**config.mk**
```make
export PLATFORM = sky130hd
export DESIGN_NAME = apm_top
export DESIGN_NICKNAME = d
export VERILOG_FILES = /design/src/common/apm_pkg.sv /design/src/verilog/apm_pipe.sv /design/src/verilog/apm_top.sv
export VERILOG_INCLUDE_DIRS = /design/src /design/src/common
export SDC_FILE = /design/constraint.sdc
export NUM_CORES = 1
export LEC_CHECK = 0
export BUFFER_PORTS_ARGS = -buffer_cell sky130_fd_sc_hd__buf_2
export CORE_MARGIN = 4
export CORE_UTILIZATION = 40
export DETAILED_ROUTE_END_ITERATION = 10
export SLEW_MARGIN = 20
export SYNTH_ARGS = -nofsm -noshare
export SYNTH_HDL_FRONTEND = slang
export SYNTH_SLANG_ARGS = --single-unit
```
**constraint.sdc**
```tcl
create_clock -name core_clk_i -period 1.8 [get_ports core_clk_i]
set_clock_uncertainty 0.1 [all_clocks]
set_input_delay 0.18 -clock core_clk_i [delete_from_list [all_inputs] [get_ports core_clk_i]]
set_output_delay 0.18 -clock core_clk_i [all_outputs]
set_load 0.01 [all_outputs]
```
**src/common/apm_regs.svh**
```systemverilog
// What this block does
// - new sample taken on each sample clock rise in normal state
// - word appears five sample clocks after capture
// - fourteen-bit word, bit 13 most significant
// - range flag high on over or under range
// - select low: convert, drive when enable low
// - select high: nap or sleep, outputs off
// - mode level sets code format and stabilizer
`ifndef APM_REGS_SVH
`define APM_REGS_SVH

// ------------------------------------------------------------
// register offsets (byte addresses)
// ------------------------------------------------------------
`define APM_OFS_STATUS      4'h0
`define APM_OFS_MASK        4'h4
`define APM_OFS_STATE       4'h8
`define APM_OFS_LAST        4'hc

// ------------------------------------------------------------
// event bit positions (status and mask)
// ------------------------------------------------------------
`define APM_EV_WORD         0
`define APM_EV_RANGE        1
`define APM_EV_SHORT        2
`define APM_EV_LONG         3
`define APM_EV_MODE         4
`define APM_EV_W            5

// ------------------------------------------------------------
// state register fields and last register flag bit
// ------------------------------------------------------------
`define APM_ST_STAB         0
`define APM_ST_TWOS         1
`define APM_ST_PWR_LO       2
`define APM_ST_PWR_HI       4
`define APM_ST_OUT_EN       5
`define APM_LAST_FLAG       14

// ------------------------------------------------------------
// data word and latency
// ------------------------------------------------------------
`define APM_WORD_W          14
`define APM_LATENCY         5
`define APM_OB_MAX          14'h3fff
`define APM_OB_MIN          14'h0000
`define APM_TC_MAX          14'h1fff
`define APM_TC_MIN          14'h2000
`define APM_MSB_FLIP        14'h2000

// ------------------------------------------------------------
// sample clock phase limits
// ------------------------------------------------------------
`define APM_CLK_NS          20
`define APM_PH_MIN_OFF_NS   40
`define APM_PH_MIN_ON_NS    5
`define APM_PH_MAX_NS       500
`define APM_CEIL_CYC(ns)    (((ns) + `APM_CLK_NS - 1) / `APM_CLK_NS)
`define APM_PH_MIN_OFF_CYC  (`APM_CEIL_CYC(`APM_PH_MIN_OFF_NS))
`define APM_PH_MIN_ON_CYC   (`APM_CEIL_CYC(`APM_PH_MIN_ON_NS))
`define APM_PH_MAX_CYC      ((`APM_PH_MAX_NS) / `APM_CLK_NS)
`define APM_PH_CNT_W        6

`endif

```
**src/common/apm_pkg.sv**
```systemverilog
`include "apm_regs.svh"

package apm_pkg;

    // ------------------------------------------------------------
    // pin bundle, synchronised as one group
    // ------------------------------------------------------------
    typedef struct packed {
        logic                   sclk;
        logic                   pd_sel;
        logic                   oe_n;
        logic [1:0]             mode_lvl;
        logic                   over;
        logic                   under;
        logic [`APM_WORD_W-1:0] code;
    } apm_pins_type;

    // converted word with its range flag
    typedef struct packed {
        logic                   range_flag;
        logic [`APM_WORD_W-1:0] word;
    } apm_word_type;

    // power states, one-hot
    typedef enum logic [2:0] {
        APM_PS_NORMAL = 3'b001,
        APM_PS_NAP    = 3'b010,
        APM_PS_SLEEP  = 3'b100
    } apm_pwr_type;

    // mode pin levels: ground, one third, two thirds, full supply
    typedef enum logic [1:0] {
        APM_LVL_GND = 2'h0,
        APM_LVL_1_3 = 2'h1,
        APM_LVL_2_3 = 2'h2,
        APM_LVL_VDD = 2'h3
    } apm_lvl_type;

endpackage : apm_pkg

```
**src/verilog/apm_pipe.sv**
```systemverilog
`timescale 1ns/1ps
`default_nettype none
`include "apm_regs.svh"

module apm_pipe
    import apm_pkg::*;
(
    // clock and reset
    input  wire logic         core_clk_i,
    input  wire logic         arst_n_i,
    // stage advance and data
    input  wire logic         adv_i,
    input  wire apm_word_type din_i,
    output apm_word_type      dout_o
);

    apm_word_type stage [`APM_LATENCY+2];

    assign stage[0] = din_i;

    // capture register, then one register per sample clock of latency
    genvar g;
    generate
        for (g = 1; g <= `APM_LATENCY + 1; g++) begin : g_stage
            always_ff @(posedge core_clk_i or negedge arst_n_i) begin
                if (!arst_n_i) begin
                    stage[g] <= '0;
                end else if (adv_i) begin
                    stage[g] <= stage[g-1];
                end
            end
        end
    endgenerate

    assign dout_o = stage[`APM_LATENCY+1];

endmodule : apm_pipe
`default_nettype wire

```
**src/verilog/apm_top.sv**
```systemverilog
// Local design decisions: the register addresses and the Avalon-MM register port.
`timescale 1ns/1ps
`default_nettype none
`include "apm_regs.svh"

module apm_top
    import apm_pkg::*;
(
    // clock and reset
    input  wire logic                   core_clk_i,
    input  wire logic                   arst_n_i,
    // converter pins
    input  wire logic                   sample_clk_i,
    input  wire logic                   power_down_select_i,
    input  wire logic                   out_en_n_i,
    input  wire logic [1:0]             mode_level_i,
    // analog front end result
    input  wire logic [`APM_WORD_W-1:0] ain_code_i,
    input  wire logic                   ain_over_i,
    input  wire logic                   ain_under_i,
    // parallel outputs
    output logic [`APM_WORD_W-1:0]      sample_word_o,
    output logic                        sample_word_oe_o,
    output logic                        range_flag_o,
    output logic                        range_flag_oe_o,
    output logic                        stab_en_o,
    // avalon-mm slave
    input  wire logic [3:0]             avs_address_i,
    input  wire logic                   avs_read_i,
    input  wire logic                   avs_write_i,
    input  wire logic [31:0]            avs_writedata_i,
    input  wire logic [3:0]             avs_byteenable_i,
    output logic [31:0]                 avs_readdata_o,
    output logic                        avs_waitrequest_o,
    // interrupt
    output logic                        irq_o
);

    // ------------------------------------------------------------
    // functions
    // ------------------------------------------------------------
    // mode level to {twos complement, stabilizer}
    function automatic logic [1:0] lvl_decode(input logic [1:0] lvl);
        logic [1:0] r;
        r = 2'h0;
        unique case (apm_lvl_type'(lvl))
            APM_LVL_GND: r = 2'h0;
            APM_LVL_1_3: r = 2'h1;
            APM_LVL_2_3: r = 2'h3;
            APM_LVL_VDD: r = 2'h2;
        endcase
        return r;
    endfunction : lvl_decode

    // ------------------------------------------------------------
    // pin synchronisers
    // ------------------------------------------------------------
    apm_pins_type pins_raw;
    apm_pins_type pins_s1;
    apm_pins_type pins;
    logic         sclk_q;
    logic         sclk_rise;
    logic         sclk_edge;
    logic         twos;
    logic         stab;

    assign pins_raw = '{sclk: sample_clk_i, pd_sel: power_down_select_i,
                        oe_n: out_en_n_i, mode_lvl: mode_level_i,
                        over: ain_over_i, under: ain_under_i, code: ain_code_i};

    // two flops on every pin
    always_ff @(posedge core_clk_i or negedge arst_n_i) begin
        if (!arst_n_i) begin
            pins_s1 <= '0;
            pins    <= '0;
            sclk_q  <= 1'b0;
        end else begin
            pins_s1 <= pins_raw;
            pins    <= pins_s1;
            sclk_q  <= pins.sclk;
        end
    end

    assign sclk_rise = pins.sclk & ~sclk_q;
    assign sclk_edge = pins.sclk ^ sclk_q;
    assign {twos, stab} = lvl_decode(pins.mode_lvl);

    // ------------------------------------------------------------
    // power state
    // ------------------------------------------------------------
    apm_pwr_type pwr;
    apm_pwr_type next_pwr;
    logic        converting;
    logic        out_en;

    // nap when enable low, sleep when enable high
    always_comb begin
        if (!pins.pd_sel) begin
            next_pwr = APM_PS_NORMAL;
        end else if (!pins.oe_n) begin
            next_pwr = APM_PS_NAP;
        end else begin
            next_pwr = APM_PS_SLEEP;
        end
    end

    always_ff @(posedge core_clk_i or negedge arst_n_i) begin
        if (!arst_n_i) begin
            pwr <= APM_PS_SLEEP;
        end else begin
            pwr <= next_pwr;
        end
    end

    // drivers on only in normal state with enable low
    always_comb begin
        converting = 1'b0;
        out_en     = 1'b0;
        unique case (pwr)
            APM_PS_NORMAL: begin
                converting = 1'b1;
                out_en     = ~pins.oe_n;
            end
            APM_PS_NAP:    out_en = 1'b0;
            APM_PS_SLEEP:  out_en = 1'b0;
        endcase
    end

    // ------------------------------------------------------------
    // capture, format and pipeline
    // ------------------------------------------------------------
    apm_word_type cap;
    apm_word_type pipe_out;
    logic         adv;

    // saturate on range, flip msb for twos complement
    always_comb begin
        cap.range_flag = pins.over | pins.under;
        if (pins.over) begin
            cap.word = twos ? `APM_TC_MAX : `APM_OB_MAX;
        end else if (pins.under) begin
            cap.word = twos ? `APM_TC_MIN : `APM_OB_MIN;
        end else begin
            cap.word = twos ? (pins.code ^ `APM_MSB_FLIP) : pins.code;
        end
    end

    assign adv = sclk_rise & converting;

    apm_pipe u_pipe (
        .core_clk_i (core_clk_i),
        .arst_n_i   (arst_n_i),
        .adv_i      (adv),
        .din_i      (cap),
        .dout_o     (pipe_out)
    );

    // bit 13 is the msb of the parallel word
    assign sample_word_o    = pipe_out.word;
    assign range_flag_o     = pipe_out.range_flag;
    assign sample_word_oe_o = out_en;
    assign range_flag_oe_o  = out_en;
    assign stab_en_o        = stab;

    // ------------------------------------------------------------
    // sample clock phase monitor
    // ------------------------------------------------------------
    logic [`APM_PH_CNT_W-1:0] ph_cnt;
    logic [`APM_PH_CNT_W-1:0] ph_min;
    logic                     ev_short;
    logic                     ev_long;

    assign ph_min   = stab ? `APM_PH_CNT_W'(`APM_PH_MIN_ON_CYC)
                           : `APM_PH_CNT_W'(`APM_PH_MIN_OFF_CYC);
    assign ev_short = sclk_edge & converting & (ph_cnt < ph_min);
    assign ev_long  = converting & ~sclk_edge
                    & (ph_cnt == `APM_PH_CNT_W'(`APM_PH_MAX_CYC));

    // cycles spent in the current phase, saturating
    always_ff @(posedge core_clk_i or negedge arst_n_i) begin
        if (!arst_n_i) begin
            ph_cnt <= `APM_PH_CNT_W'(1);
        end else if (sclk_edge) begin
            ph_cnt <= `APM_PH_CNT_W'(1);
        end else if (ph_cnt != '1) begin
            ph_cnt <= ph_cnt + `APM_PH_CNT_W'(1);
        end
    end

    // ------------------------------------------------------------
    // events and interrupt
    // ------------------------------------------------------------
    logic [`APM_EV_W-1:0] status;
    logic [`APM_EV_W-1:0] mask;
    logic [`APM_EV_W-1:0] ev;
    logic [`APM_EV_W-1:0] clr;
    logic [1:0]           mode_q;
    logic                 wr_hit;

    always_ff @(posedge core_clk_i or negedge arst_n_i) begin
        if (!arst_n_i) begin
            mode_q <= 2'h0;
        end else begin
            mode_q <= lvl_decode(pins.mode_lvl);
        end
    end

    always_comb begin
        ev                = '0;
        ev[`APM_EV_WORD]  = adv;
        ev[`APM_EV_RANGE] = adv & pipe_out.range_flag;
        ev[`APM_EV_SHORT] = ev_short;
        ev[`APM_EV_LONG]  = ev_long;
        ev[`APM_EV_MODE]  = mode_q != lvl_decode(pins.mode_lvl);
    end

    assign clr = (wr_hit && avs_address_i == `APM_OFS_STATUS && avs_byteenable_i[0])
               ? avs_writedata_i[`APM_EV_W-1:0] : '0;

    // set wins over a write-one clear
    always_ff @(posedge core_clk_i or negedge arst_n_i) begin
        if (!arst_n_i) begin
            status <= '0;
        end else begin
            status <= (status & ~clr) | ev;
        end
    end

    always_ff @(posedge core_clk_i or negedge arst_n_i) begin
        if (!arst_n_i) begin
            mask <= '0;
        end else if (wr_hit && avs_address_i == `APM_OFS_MASK && avs_byteenable_i[0]) begin
            mask <= avs_writedata_i[`APM_EV_W-1:0];
        end
    end

    assign irq_o = |(status & mask);

    // ------------------------------------------------------------
    // avalon-mm slave: one wait cycle per access
    // ------------------------------------------------------------
    logic                  ack;
    logic                  req;
    logic [`APM_WORD_W:0]  last;

    assign req               = avs_read_i | avs_write_i;
    assign avs_waitrequest_o = req & ~ack;
    assign wr_hit            = avs_write_i & ack;

    always_ff @(posedge core_clk_i or negedge arst_n_i) begin
        if (!arst_n_i) begin
            ack <= 1'b0;
        end else begin
            ack <= req & ~ack;
        end
    end

    // copy of the word now standing on the outputs
    always_ff @(posedge core_clk_i or negedge arst_n_i) begin
        if (!arst_n_i) begin
            last <= '0;
        end else begin
            last <= {pipe_out.range_flag, pipe_out.word};
        end
    end

    // read data loaded on the first cycle, held at the accept edge
    always_ff @(posedge core_clk_i or negedge arst_n_i) begin
        if (!arst_n_i) begin
            avs_readdata_o <= '0;
        end else if (avs_read_i && !ack) begin
            avs_readdata_o <= '0;
            unique case (avs_address_i)
                `APM_OFS_STATUS: avs_readdata_o[`APM_EV_W-1:0] <= status;
                `APM_OFS_MASK:   avs_readdata_o[`APM_EV_W-1:0] <= mask;
                `APM_OFS_STATE: begin
                    avs_readdata_o[`APM_ST_STAB] <= stab;
                    avs_readdata_o[`APM_ST_TWOS] <= twos;
                    avs_readdata_o[`APM_ST_PWR_HI:`APM_ST_PWR_LO] <= pwr;
                    avs_readdata_o[`APM_ST_OUT_EN] <= out_en;
                end
                `APM_OFS_LAST:   avs_readdata_o[`APM_LAST_FLAG:0] <= last;
                default:         avs_readdata_o <= '0;
            endcase
        end
    end

endmodule : apm_top
`default_nettype wire
```
==> run_results.csv <==
group,metric,value,unit
status,outcome,"finished clean",
route,detail_route.first_pass.iterations,4,
clock_tree,cts-root-buf,"clkbuf_16",
die,row_count,48,
power,p_sw,2.682,mW
grt,antenna_found_initial,0,
flow_run,cap_violations,0,
critical_path,end_kind,"output pin",
sta,period_needed,1.766,ns
yosys,ys_top_cells_by_count,"183 x dfrtp_1, 75 x mux2_2, 32 x buf_4",
die,initial_core_util,40.53,%
critical_path,ff2ff_path_depth,5,
grt,grt_max_degree,54,
clock_tree,cts_buffers,17,
yosys,synth_cells,478,
grt,grtUsageTotal,12.46,%
sta,slew_violations,0,
sta,worst_pin_slew,0.5356,ns
power,swShare,24.24,%
yosys,synth_top_area_cell,"dfrtp_1",
power,combPwrFrac,14.5,%
sta,post-route-period-util,98.12,%
power,cellLeakagePower,3.948,nW
clock_tree,cts_tree,"done",
sta,slew_headroom,64.29,%
grt,grt.overflow.total,0,
min_path,hold_path_depth,4,
layout,num-nets-final,648,
critical_path,critPathArrivalTime,1.49,ns
sta,hold_slack,0.05798,ns
yosys,synthMuxAreaShare,14.60,%
critical_path,path_max_fanout,3,
critical_path,r2r-start,"pwr[2]",
grt,grt_pass1_vias,3965,
yosys,synth_seq_area_share,66.30,%
clock_tree,cts_max_path_buffers,2,
critical_path,cp-startpoint,"pwr[2]",
clock_tree,cts_sinks,185,
critical_path,start_kind,"flip-flop",
die,dieArea,0.01964,sq mm
yosys,synth_compound_area_share,6.644,%
route,avgViaCountPerCell,4.722,
yosys,synth_fa_ha_area_share,1.254,%
layout,area_growth,22.15,%
yosys,synth-seq-cells,185,
yosys,synth.area.top_cells,"dfrtp_1 66%, mux2_2 12%, buf_4 3.4%, a21oi_1 2.1%, a22o_1 1.8%",
yosys,async_flop_share,100.0,%
placed_design,hpwl,7754,um
die,core_area,0.01724,sq mm
die,die_h,140.2,um
yosys,syn_area,0.006987,sq mm
critical_path,cp.required,1.52,ns
route,wire_per_inst,14.30,um
power,ir_worst_vdd,0.0007321,V
clock_tree,htree_levels,4,
die,die_w,140.2,um
yosys,avgSynthCellArea,14.62,sq um
layout,diodes,0,
placed_design,port_buffers,69,
layout,final_util,49.51,%
yosys,ys.flop_type,"dfrtp_1",
route,drt_iter0_drc,199,
yosys,synth_cell_types,50,
power,cellInternalPower,8.386,mW
min_path,min_path_type,"in2reg",
clock_tree,clk_latency,0.42,ns
die,io_pins,117,
power,p_per_area,1297,mW/mm^2
yosys,ys_warn_count,0,
route,drc,0,
power,seq_power_share,52.0,%
yosys,synth_edf_count,0,
critical_path,reg2reg_slack,0.05,ns
clock_tree,clkTransAtPathRegs,0.07,ns
sta,tns,0,ns
yosys,synth-simple-area-share,4.477,%
yosys,synth_top_area_share,65.54,%
power,total_power,11.07,mW
critical_path,path_class,"reg2out",
yosys,synth.most_common_cell,"dfrtp_1",
placed_design,gp_congestion,0.8432,
yosys,synth-xor-area-share,0.5014,%
sta,hold_viol_final,0,
sta,finalSetupViolCount,0,
route,ant_nets,0,
sta,fmax,566.2,MHz
layout,drive_above_1_share,36.22,%
power,power.share.clock,33.5,%
critical_path,crit_path_end,"range_flag_oe_o",
yosys,synth_top_family_by_area,"multiplexers",
route,dr_total_vias,3839,
grt,grt_pass1_wl,19680,um
route,wl,11630,um
sta,rsz0062_at_grt,"true",
critical_path,reg2reg_to,"u_pipe.dout_o[6]",
## worst min path at each step
| stage | from | endpoint |
|---|---|---|
| 2_1_floorplan | arst_n_i | ack |
| 3_3_place_gp | arst_n_i | pins_s1[13] |
| 3_5_place_dp | arst_n_i | u_pipe.stage[45] |
| 4_1_cts | avs_address_i[1] | avs_readdata_o[5] |
| 5_1_grt | avs_address_i[1] | avs_readdata_o[5] |
| 6_report | avs_byteenable_i[0] | status[1] |
## power by group through the flow
stage	Sequential, mW	Clock [mW]	Combinational (mW)
after floorplan	5.63	0	1.29
after global placement	5.79	0	1.50
after detailed placement	5.84	0	1.56
after CTS	5.77	3.81	1.62
after global routing	5.90	4.01	1.78
final	5.76	3.70	1.61
## flip-flops by register name, summed over array words and instances, names as in the netlist
| name | count |
|---|---|
| ack | 1 |
| avs_readdata_o | 15 |
| last | 15 |
| mask | 5 |
| mode_q | 2 |
| ph_cnt | 6 |
| pins | 21 |
| pins_s1 | 21 |
| pwr | 3 |
| sclk_q | 1 |
| status | 5 |
| u_pipe.dout_o | 15 |
| u_pipe.stage | 75 |
## metrics by stage
| step | area, sq um | worst slack [ns] | cells |
|---|---|---|---|
| finish | 8534 | 0.03382 | 813 |
| global route | 8534 | -0.06254 | 813 |
| CTS | 8409 | 0.001599 | 806 |
| detailed placement | 7516 | 0.03350 | 746 |
| global placement | 7516 | 0.04810 | 746 |
| floorplan | 7047 | 0.04889 | 494 |
## cells in the final DEF (no fill, tap or decap), types with 10 or more instances in the layout
cell and instances:
buf_4 10, dlygate4sd3_1 29, buf_2 68, a22o_1 14, inv_1 15, nor2_1 23
clkbuf_16 19, a21oi_1 29, dfrtp_1 183, mux2_2 75, conb_1 17
## cell type report
cell class              instances  area, sq um
fillers                      1487         8702
flip-flops and latches        185         4632
multi-input cells             238         2019
repair buffers                119        949.7
clock buffers                  20        446.7
well taps                     225        281.5
clock inverters                11        148.9
inverters                      15        56.30
## routing by layer
| layer | share of wire, % | vias up | global-route usage (%) | routed length [um] |
|---|---|---|---|---|
| li1 | - | 1812 | - | - |
| met1 | 46 | 1910 | 16.85 | 5395 |
| met2 | 47 | 99 | 19.00 | 5489 |
| met3 | 4.1 | 18 | 3.107 | 481 |
| met4 | 2.2 | 0 | 5.813 | 259 |
| met5 | 0 | - | 0 | 0 |
## cell families after synthesis
family	Yosys count
fa+ha+maj	7
mux	85
other cells	1
simple gates	56
buf+inv	71
xor+xnor	4
compound gates	69
flops	185
## critical path, stage by stage (launching register included)
cell and delay [ns]:
dfstp_2 0.57, xnor2_2 0.13, nor2_1 0.08, nor2_1 0.14, buf_2 0.16
## what timing repair did
action,4_1_cts,5_1_grt
setup buffers,0,5
endpoints found under the setup margin,2,32
cloned,0,2
resized for setup,1,4
pin swaps,1,3
hold endpoints to repair,215,0
hold buffers,29,0
Note: power is estimated with default switching activity, not from simulation.
